### src/include/rmf_defs.svh
// Constants for the receive rate match FIFO
`ifndef RMF_DEFS_SVH
`define RMF_DEFS_SVH

// Buffer shape
`define RMF_WORD_W     20
`define RMF_DEPTH      16
`define RMF_LEVEL_W    5

// Fill marks steering insertion and deletion
`define RMF_HI_MARK    5'd11
`define RMF_LO_MARK    5'd5

// Per-cluster limits; RMF_MAX_DEL and RMF_MAX_SKIPS apply in single-width mode only, RMF_MAX_INS in both modes
`define RMF_MAX_INS    3'd4
`define RMF_MAX_DEL    3'd4
`define RMF_MAX_SKIPS  4'd5

// Filler code sent while the buffer is empty
`define RMF_EMPTY_CODE 10'h1fe

// Field positions inside the user pattern and a data word
`define RMF_CTL_LSB    0
`define RMF_SKP_LSB    10
`define RMF_SYM_W      10

// Synchroniser width of the link group
`define RMF_SYNC_W     22

// Reset values
`define RMF_WORD_RST   20'h00000
`define RMF_CNT_RST    3'h0

`endif

### src/include/rmf_pkg.sv
// Types shared by the rate match FIFO modules
package rmf_pkg;

  typedef logic [19:0] rmf_word_t;
  typedef logic [9:0]  rmf_sym_t;

  typedef enum logic [0:0] {
    WR_PASS   = 1'b0,
    WR_INSERT = 1'b1
  } rmf_wr_state_t;

endpackage

### src/core/rmf_rate_match.sv
// Receive rate match FIFO: skip insertion and deletion on user pattern
// Functional notes
// - After alignment, look for control code followed by skip code.
// - Add or drop skips at clusters to keep buffer from running dry/over.
// - Single width: insert at most four, cluster keeps at most five skips.
// - Single width: delete at most four, always leave one skip.
// - Single width: the byte that would overfill the buffer is dropped.
// - Single width: reading an empty buffer yields code 9'h1FE.
// - Double width: insert skips only as full-word pairs.
// - Double width: delete skips only as full-word pairs.
// - Double width: skips split across cycles are never deleted.
// - Double width: the whole word that would overfill is dropped.
// - Double width: empty read yields two 9'h1FE codes in one word.
// - Work left over at one cluster carries to following clusters.
`timescale 1ns/1ns
`include "rmf_defs.svh"
module rmf_rate_match (
  // Clock and reset
  input  wire logic              clk_sys_i,
  input  wire logic              rst_n_i,
  // Recovered link side
  input  wire logic              link_clk_i,
  input  wire logic              link_sync_i,
  input  wire rmf_pkg::rmf_word_t link_data_i,
  // Configuration
  input  wire logic              double_width_i,
  input  wire logic              rm_enable_i,
  input  wire rmf_pkg::rmf_word_t pattern_i,
  // Read side
  input  wire logic              rd_req_i,
  output logic                   rd_valid_o,
  output rmf_pkg::rmf_word_t     rd_data_o,
  // Status
  output logic [`RMF_LEVEL_W-1:0] fill_level_o,
  output logic                   skip_ins_o,
  output logic                   skip_del_o,
  output logic                   full_drop_o,
  output logic                   empty_fill_o
);
  import rmf_pkg::*;

  // Link sampling
  logic [`RMF_SYNC_W-1:0] sync_in, sync_out;
  logic                   lclk_s, lsync_s;
  rmf_word_t              ldata_s;
  logic                   lclk_prev_q, lclk_prev_d;
  logic                   take;

  assign sync_in = {link_clk_i, link_sync_i, link_data_i};

  // Data and clock share the same delay, so no skew between them
  rmf_sync #(.W(`RMF_SYNC_W)) u_sync (
    .clk_sys_i (clk_sys_i),
    .rst_n_i   (rst_n_i),
    .async_i   (sync_in),
    .sync_o    (sync_out)
  );

  assign lclk_s  = sync_out[`RMF_SYNC_W-1];
  assign lsync_s = sync_out[`RMF_SYNC_W-2];
  assign ldata_s = sync_out[`RMF_WORD_W-1:0];

  // Falling edge is mid-eye: data launched on rising edge is settled
  assign take = lclk_prev_q && !lclk_s && lsync_s;

  // Pattern and word classification
  rmf_sym_t  ctl_sym, skp_sym, lo_sym, hi_sym;
  rmf_word_t smp_word, skip_word, empty_word;
  logic      is_ctl, is_skp;

  assign ctl_sym = pattern_i[`RMF_CTL_LSB +: `RMF_SYM_W];
  assign skp_sym = pattern_i[`RMF_SKP_LSB +: `RMF_SYM_W];
  assign lo_sym  = ldata_s[`RMF_CTL_LSB +: `RMF_SYM_W];
  assign hi_sym  = ldata_s[`RMF_SKP_LSB +: `RMF_SYM_W];

  always_comb begin
    if (double_width_i) begin
      smp_word   = ldata_s;
      skip_word  = {skp_sym, skp_sym};
      empty_word = {`RMF_EMPTY_CODE, `RMF_EMPTY_CODE};
      is_ctl     = (lo_sym == ctl_sym && hi_sym == skp_sym) ||
                   (hi_sym == ctl_sym);
      is_skp     = (lo_sym == skp_sym) && (hi_sym == skp_sym);
    end else begin
      smp_word   = {10'h000, lo_sym};
      skip_word  = {10'h000, skp_sym};
      empty_word = {10'h000, `RMF_EMPTY_CODE};
      is_ctl     = (lo_sym == ctl_sym);
      is_skp     = (lo_sym == skp_sym);
    end
  end

  // Buffer
  logic                    wr_valid, wr_ready;
  rmf_word_t               wr_data;
  logic                    ff_valid, pop;
  rmf_word_t               ff_data;
  logic [`RMF_LEVEL_W-1:0] level;
  logic                    del_req, ins_req;

  rmf_fifo #(.W(`RMF_WORD_W), .DEPTH(`RMF_DEPTH)) u_fifo (
    .clk_sys_i   (clk_sys_i),
    .rst_n_i     (rst_n_i),
    .in_valid_i  (wr_valid),
    .in_ready_o  (wr_ready),
    .in_data_i   (wr_data),
    .out_valid_o (ff_valid),
    .out_ready_i (pop),
    .out_data_o  (ff_data),
    .level_o     (level)
  );

  assign del_req = rm_enable_i && (level > `RMF_HI_MARK);
  assign ins_req = rm_enable_i && (level < `RMF_LO_MARK);

  // Write side state
  rmf_wr_state_t st_q, st_d;
  logic          in_clu_q, in_clu_d;
  logic [2:0]    kept_q, kept_d;
  logic [2:0]    del_cnt_q, del_cnt_d;
  logic [2:0]    ins_cnt_q, ins_cnt_d;
  rmf_word_t     pend_q, pend_d;
  logic          can_del, can_ins, del_ev, ins_ev, drop_ev;
  logic [3:0]    skips_after;

  assign skips_after = {1'b0, kept_q} + {1'b0, ins_cnt_q};

  // Limits are per cluster; unmet demand waits for the next one
  assign can_del = del_req && (double_width_i ||
                   (kept_q != `RMF_CNT_RST &&
                    del_cnt_q < `RMF_MAX_DEL));
  assign can_ins = ins_req && ins_cnt_q < `RMF_MAX_INS &&
                   (double_width_i || (kept_q != `RMF_CNT_RST &&
                    skips_after < `RMF_MAX_SKIPS));

  always_comb begin
    st_d        = st_q;
    in_clu_d    = in_clu_q;
    kept_d      = kept_q;
    del_cnt_d   = del_cnt_q;
    ins_cnt_d   = ins_cnt_q;
    pend_d      = pend_q;
    lclk_prev_d = lclk_s;
    wr_valid    = 1'b0;
    wr_data     = smp_word;
    del_ev      = 1'b0;
    ins_ev      = 1'b0;
    unique case (st_q)
      WR_PASS: begin
        if (take && is_ctl) begin
          wr_valid  = 1'b1;
          in_clu_d  = 1'b1;
          kept_d    = `RMF_CNT_RST;
          del_cnt_d = `RMF_CNT_RST;
          ins_cnt_d = `RMF_CNT_RST;
        end else if (take && in_clu_q && is_skp) begin
          if (can_del) begin
            del_ev    = 1'b1;
            del_cnt_d = del_cnt_q + 3'd1;
          end else begin
            wr_valid = 1'b1;
            kept_d   = (kept_q == 3'd7) ? kept_q : kept_q + 3'd1;
          end
        end else if (take) begin
          in_clu_d = 1'b0;
          if (in_clu_q && can_ins) begin
            st_d   = WR_INSERT;
            pend_d = smp_word;
          end else begin
            wr_valid = 1'b1;
          end
        end
      end
      WR_INSERT: begin
        wr_valid = 1'b1;
        if (can_ins) begin
          wr_data   = skip_word;
          ins_ev    = 1'b1;
          ins_cnt_d = ins_cnt_q + 3'd1;
        end else begin
          wr_data = pend_q;
          st_d    = WR_PASS;
        end
      end
    endcase
  end

  // A word the buffer cannot take is lost whole
  assign drop_ev = wr_valid && !wr_ready;

  always_ff @(posedge clk_sys_i or negedge rst_n_i) begin
    if (!rst_n_i) begin
      st_q        <= WR_PASS;
      in_clu_q    <= 1'b0;
      kept_q      <= `RMF_CNT_RST;
      del_cnt_q   <= `RMF_CNT_RST;
      ins_cnt_q   <= `RMF_CNT_RST;
      pend_q      <= `RMF_WORD_RST;
      lclk_prev_q <= 1'b0;
    end else begin
      st_q        <= st_d;
      in_clu_q    <= in_clu_d;
      kept_q      <= kept_d;
      del_cnt_q   <= del_cnt_d;
      ins_cnt_q   <= ins_cnt_d;
      pend_q      <= pend_d;
      lclk_prev_q <= lclk_prev_d;
    end
  end

  // Read side and status
  rmf_word_t rd_data_q, rd_data_d;
  logic      rd_valid_q, rd_valid_d;
  logic      efill_q, efill_d;
  logic      ins_q, del_q, drop_q;

  always_comb begin
    rd_data_d  = rd_data_q;
    rd_valid_d = rd_req_i;
    efill_d    = 1'b0;
    pop        = 1'b0;
    if (rd_req_i && ff_valid) begin
      pop       = 1'b1;
      rd_data_d = ff_data;
    end else if (rd_req_i) begin
      efill_d   = 1'b1;
      rd_data_d = empty_word;
    end
  end

  always_ff @(posedge clk_sys_i or negedge rst_n_i) begin
    if (!rst_n_i) begin
      rd_data_q  <= `RMF_WORD_RST;
      rd_valid_q <= 1'b0;
      efill_q    <= 1'b0;
      ins_q      <= 1'b0;
      del_q      <= 1'b0;
      drop_q     <= 1'b0;
    end else begin
      rd_data_q  <= rd_data_d;
      rd_valid_q <= rd_valid_d;
      efill_q    <= efill_d;
      ins_q      <= ins_ev && wr_ready;
      del_q      <= del_ev;
      drop_q     <= drop_ev;
    end
  end

  assign rd_valid_o   = rd_valid_q;
  assign rd_data_o    = rd_data_q;
  assign empty_fill_o = efill_q;
  assign skip_ins_o   = ins_q;
  assign skip_del_o   = del_q;
  assign full_drop_o  = drop_q;
  assign fill_level_o = level;

  // Checks
  clu_start_a: assert property (
    @(posedge clk_sys_i) disable iff (!rst_n_i)
    (st_q == WR_PASS && take && is_ctl) |=> (in_clu_q && kept_q == 3'd0))
    else $error("cluster not opened on control code");

  del_keep_a: assert property (
    @(posedge clk_sys_i) disable iff (!rst_n_i)
    (del_ev && !double_width_i) |-> (kept_q >= 3'd1 && del_cnt_q <= 3'd3))
    else $error("single width deletion broke cluster limits");

  ins_limit_a: assert property (
    @(posedge clk_sys_i) disable iff (!rst_n_i)
    (ins_ev && !double_width_i) |-> (skips_after <= 4'd4 &&
                                     ins_cnt_q <= 3'd3))
    else $error("single width insertion broke cluster limits");

  full_drop_a: assert property (
    @(posedge clk_sys_i) disable iff (!rst_n_i)
    (wr_valid && level == 5'd16) |=> full_drop_o)
    else $error("write into full buffer not reported as dropped");

  empty_fill_a: assert property (
    @(posedge clk_sys_i) disable iff (!rst_n_i)
    (rd_req_i && level == 5'd0 && !double_width_i) |=>
      (rd_valid_o && empty_fill_o && rd_data_o == 20'h001fe))
    else $error("single width empty read without filler code");

  empty_pair_a: assert property (
    @(posedge clk_sys_i) disable iff (!rst_n_i)
    (rd_req_i && level == 5'd0 && double_width_i) |=>
      (rd_valid_o && rd_data_o == 20'h7f9fe))
    else $error("double width empty read without filler pair");

  dw_del_pair_a: assert property (
    @(posedge clk_sys_i) disable iff (!rst_n_i)
    (del_ev && double_width_i) |-> (lo_sym == skp_sym && hi_sym == skp_sym))
    else $error("double width deleted a split skip word");

  dw_ins_pair_a: assert property (
    @(posedge clk_sys_i) disable iff (!rst_n_i)
    (ins_ev && double_width_i) |-> (wr_data == {skp_sym, skp_sym}))
    else $error("double width inserted a partial skip word");

  rm_gate_a: assert property (
    @(posedge clk_sys_i) disable iff (!rst_n_i)
    (del_ev || ins_ev) |-> (rm_enable_i &&
      (del_ev ? level > 5'd11 : level < 5'd5)))
    else $error("skip change outside fill marks or while disabled");

  insert_end_a: assert property (
    @(posedge clk_sys_i) disable iff (!rst_n_i)
    (st_q == WR_PASS ##1 st_q == WR_INSERT) |-> ##[1:5] (st_q == WR_PASS))
    else $error("insertion burst did not finish in time");

endmodule // rmf_rate_match

### src/core/rmf_sync.sv
// Two-flop synchroniser for signals entering the system clock domain
`timescale 1ns/1ns
module rmf_sync #(
  parameter int W = 1
) (
  // Clock and reset
  input  wire logic         clk_sys_i,
  input  wire logic         rst_n_i,
  // Asynchronous in, synchronised out
  input  wire logic [W-1:0] async_i,
  output logic      [W-1:0] sync_o
);

  logic [W-1:0] meta_q;
  logic [W-1:0] sync_q;

  always_ff @(posedge clk_sys_i or negedge rst_n_i) begin
    if (!rst_n_i) begin
      meta_q <= '0;
      sync_q <= '0;
    end else begin
      meta_q <= async_i;
      sync_q <= meta_q;
    end
  end

  assign sync_o = sync_q;

endmodule // rmf_sync

### src/core/rmf_fifo.sv
// Flip-flop FIFO with valid/ready on both sides and a fill level
`timescale 1ns/1ns
module rmf_fifo #(
  parameter int W     = 20,
  parameter int DEPTH = 16
) (
  // Clock and reset
  input  wire logic                       clk_sys_i,
  input  wire logic                       rst_n_i,
  // Fill side
  input  wire logic                       in_valid_i,
  output logic                            in_ready_o,
  input  wire logic [W-1:0]               in_data_i,
  // Drain side
  output logic                            out_valid_o,
  input  wire logic                       out_ready_i,
  output logic      [W-1:0]               out_data_o,
  // Status
  output logic      [$clog2(DEPTH):0]     level_o
);

  localparam int PW = $clog2(DEPTH);

  logic [W-1:0]  mem_q [DEPTH];
  logic [PW-1:0] wr_ptr_q, wr_ptr_d;
  logic [PW-1:0] rd_ptr_q, rd_ptr_d;
  logic [PW:0]   cnt_q, cnt_d;
  logic          push, pop;

  assign in_ready_o  = (cnt_q != (PW+1)'(DEPTH));
  assign out_valid_o = (cnt_q != '0);
  assign out_data_o  = mem_q[rd_ptr_q];
  assign level_o     = cnt_q;

  always_comb begin
    push     = in_valid_i && in_ready_o;
    pop      = out_valid_o && out_ready_i;
    wr_ptr_d = push ? wr_ptr_q + 1'b1 : wr_ptr_q;
    rd_ptr_d = pop ? rd_ptr_q + 1'b1 : rd_ptr_q;
    cnt_d    = cnt_q + {{PW{1'b0}}, push} - {{PW{1'b0}}, pop};
  end

  always_ff @(posedge clk_sys_i or negedge rst_n_i) begin
    if (!rst_n_i) begin
      wr_ptr_q <= '0;
      rd_ptr_q <= '0;
      cnt_q    <= '0;
    end else begin
      wr_ptr_q <= wr_ptr_d;
      rd_ptr_q <= rd_ptr_d;
      cnt_q    <= cnt_d;
    end
  end

  for (genvar i = 0; i < DEPTH; i++) begin : g_entry
    always_ff @(posedge clk_sys_i or negedge rst_n_i) begin
      if (!rst_n_i) begin
        mem_q[i] <= '0;
      end else if (push && wr_ptr_q == PW'(i)) begin
        mem_q[i] <= in_data_i;
      end
    end
  end

  fifo_bound_a: assert property (@(posedge clk_sys_i) disable iff (!rst_n_i)
    cnt_q <= (PW+1)'(DEPTH))
    else $error("fifo level above depth");

endmodule // rmf_fifo

### config.mk
export PLATFORM = sky130hd
export DESIGN_NAME = rmf_rate_match
export DESIGN_NICKNAME = d
export VERILOG_FILES = /design/src/include/rmf_pkg.sv /design/src/core/rmf_rate_match.sv /design/src/core/rmf_sync.sv /design/src/core/rmf_fifo.sv
export VERILOG_INCLUDE_DIRS = /design/src /design/src/include
export SDC_FILE = /design/constraint.sdc
export NUM_CORES = 1
export LEC_CHECK = 0
export BUFFER_PORTS_ARGS = -buffer_cell sky130_fd_sc_hd__clkbuf_2
export CORE_ASPECT_RATIO = 1.5
export CORE_MARGIN = 4
export CORE_UTILIZATION = 42
export CTS_CLUSTER_SIZE = 20
export DETAILED_ROUTE_END_ITERATION = 8
export PLACE_DENSITY = 0.61
export SLEW_MARGIN = 15
export SYNTH_ARGS = -nofsm -noshare
export SYNTH_HDL_FRONTEND = slang
export SYNTH_SLANG_ARGS = --single-unit
### constraint.sdc
create_clock -name clk_sys_i -period 3 [get_ports clk_sys_i]
set_clock_uncertainty 0.2 [all_clocks]
set_input_delay 0.6 -clock clk_sys_i [delete_from_list [all_inputs] [get_ports clk_sys_i]]
set_output_delay 0.6 -clock clk_sys_i [all_outputs]
set_load 0.005 [all_outputs]
==> out/results.tsv <==
stage	metric	value	unit
status	status	complete, but fails checks	
status	failing checks	negative setup slack	
yosys	Synth Net Count	1350	
yosys	asr flop ratio synth	100	%
clock_tree	Clock Sinks	434	
worst_setup_path	Critical Path Fanout Max	18	
grt	initial antenna violation count	0	
yosys	Seq/Total Area, Yosys	54.5	%
sta	f_max	310	MHz
pwr	VDD IR max	530	uV
floorplanning	Core ar.	46800	sq um
floorplanning	# IOs	77	
floorplanning	row count	97	
sta	Tmin final	3.23	ns
drt	drt total wl	54000	um
grt	number of global-route vias before repair	13000	
yosys	share of the synthesized area in the top cell type	54.5	%
drt	routed len/inst	24.8	um
yosys	Main synth FF type	dfrtp_1	
worst_setup_path	Req. time, crit path	3.25	ns
drt	post-route antenna net violation count	0	
grt	grt total ovfl	0	
yosys	yosys warns	0	
pwr	PwrDens	754	nW/um^2
clock_tree	Worst-path clk slew	0.06	ns
grt	global-route wire length before repair	81000	um
sta	part of the cycle the worst path needs	108	%
grt	largest net degree at the start of global routing	80	
yosys	Post-synth top cells	434 x dfrtp_1, 199 x mux2_2, 100 x mux4_2	
yosys	Synth area leaders	dfrtp_1 55%, mux4_2 11%, mux2_2 11%	
drt	DRC errors left	0	
floorplanning	Die H	275	um
yosys	synth unique cells	49	
sta	max-slew violations	0	
drt	Via density	5.53	
worst_setup_path	Worst EP arrival	3.48	ns
worst_setup_path	Worst Setup Start Kind	register	
sta	final-report setup violation count	317	
yosys	EDFF count, synth	0	
worst_setup_path	Worst setup EP type	register	
final_layout	Nets	1626	
flow_run	Max Cap Viol	0	
drt	routed via count	12000	
placement	GPL Wtd Cong	0.787	
worst_setup_path	CP Class	register to register	
clock_tree	Root Driver	clkbuf_16	
clock_tree	total CTS buffers	43	
grt	GRT Total Usage	21.1	%
drt	drt first pass iters	5	
yosys	#FFs+latches synth	434	
clock_tree	clock buffer depth	3	
placement	post-DP HPWL	32400	um
placement	port bufs	76	
sta	smallest hold slack	0.145	ns
final_layout	Area growth syn-to-layout	29.5	%
yosys	most frequent cell after synthesis	dfrtp_1	
min_path	Min-Delay Path Class	register to register	
sta	Slew HR	61.8	%
yosys	syn_area_per_cell	15.6	sq um
final_layout	Antenna Cells	0	
floorplanning	die area	51000	sq um
yosys	area leader, netlist	dfrtp_1	
floorplanning	Starting Density	42.5	%
clock_tree	H-Tree Depth	2	
yosys	Synth Cell Area	19900	sq um
pwr	leakage	12.5	nW
drt	1st-iter DRT viols	747	
sta	RSZ-0062 raised after global routing	yes	
sta	Final Hold Fails	0	
clock_tree	Worst-Skew Late Latency	0.56	ns
clock_tree	CTS tree	yes	
placement	Placement Setup Slack	-0.547	ns
floorplanning	Die Wd	186	um
final_layout	share of layout cells above drive strength 1	52.0	%
sta	Setup WS post-layout	-0.230	ns
yosys	Synth Instances	1277	
sta	Least-Margin Pin Slew	0.573	ns
state kept, by name (all words and copies together), names as in the netlist, 3 cells and up:
signal,flops
u_fifo.wr_ptr_q,4
u_fifo.mem_q,320
ins_cnt_q,3
del_cnt_q,3
kept_q,3
rd_data_o,20
u_fifo.level_o,5
pend_q,20
u_fifo.rd_ptr_q,4
u_sync.meta_q,22
u_sync.sync_o,22
worst max-delay path: stages, from the launching register on:
cell and delay [ns]:
dfrtp_1 0.45, xnor2_2 0.19, nand4_1 0.17, or3_1 0.37, or3_1 0.37, o211ai_1 0.10, buf_4 0.18, buf_12 0.16
buf_4 0.12, and4_4 0.29, buf_12 0.18, mux2_4 0.31
final cells by class:
class                   instances  area (sq um)
fillers                      3724         21100
well taps                     594           743
repair buffers                324          3620
flip-flops and latches        434         10900
inverters                      29           111
clock inverters                21           312
multi-input cells             721          8950
clock buffers                  55          1190
report_power, final:
part	total (mW)	internal (mW)	switching (mW)
sequential	8.00	7.13	0.870
clock	5.79	3.43	2.36
combinational	5.66	3.35	2.31
cells by family after synthesis:
kind of cell             count (synthesis)  share of synthesized area (%)
buffers and inverters                  122                           2.78
AO/OA/AOI/OAI                           83                           2.99
AND/OR/NAND/NOR                        106                           2.98
multiplexers                           456                           32.8
flip-flops                             434                           54.5
adder cells (fa/ha/maj)                 26                           1.71
XOR/XNOR                                50                           2.20
worst paths after layout:
check	endpoint	start	cells after the start	slack (ns)
min	u_sync.sync_o[2]	u_sync.meta_q[2]	0	0.15
max in group asynchronous	u_fifo.rd_ptr_q[1]	rst_n_i	3	1.33
max reg2reg	u_fifo.mem_q[269]	u_sync.sync_o[2]	11	-0.23
min reg2reg	u_sync.sync_o[2]	u_sync.meta_q[2]	0	0.15
min in group asynchronous	del_cnt_q[1]	rst_n_i	2	0.39
max	u_fifo.mem_q[269]	u_sync.sync_o[2]	11	-0.23
stage by stage:
step                      instance area, sq um  util (%)  setup TNS, ns  instances  power, mW
after floorplan                          20000         -         -0.275       1277       11.5
after global placement                   22700      48.4        -146.69       2014       13.3
after detailed placement                 22700      48.4        -154.96       2014       13.5
after CTS                                25200      53.8         -16.29       2148       19.6
after global routing                     25800      55.1         -70.00       2178       20.4
final                                    25800      55.1         -30.03       2178       19.4
metal layers:
| metal | share of wire (%) | vias to the layer above | GRT usage [%] |
|---|---|---|---|
| met5 | 0 | - | 0 |
| met4 | 3.2 | 0 | 6.85 |
| met3 | 3.3 | 93 | 2.79 |
| met2 | 52 | 218 | 36.5 |
| met1 | 41 | 6451 | 27.4 |
| li1 | - | 5277 | - |
layout by cell type (no fill, tap or decap), types with 16 or more instances in the layout:
cell and instances:
mux2i_1 16, dlygate4sd3_1 23, ha_1 20, buf_4 114, xnor2_1 29, buf_6 20, a21oi_1 23, nor2_1 24
mux2_1 47, mux2_4 115, buf_12 68, a22o_1 25, clkbuf_16 51, clkbuf_2 75, mux2_2 174, nand4_1 17
dfrtp_1 425, mux4_2 100, nand2_1 17, inv_1 24
timing repair:
item,CTS,global route
setup endpoints to repair,324,344
setup buffers,25,22
endpoints found under the hold margin,75,0
resized for setup,80,56
hold buffers,23,0
cloned,11,10
pin swaps,12,19
Note: power is estimated with default switching activity, not from simulation.
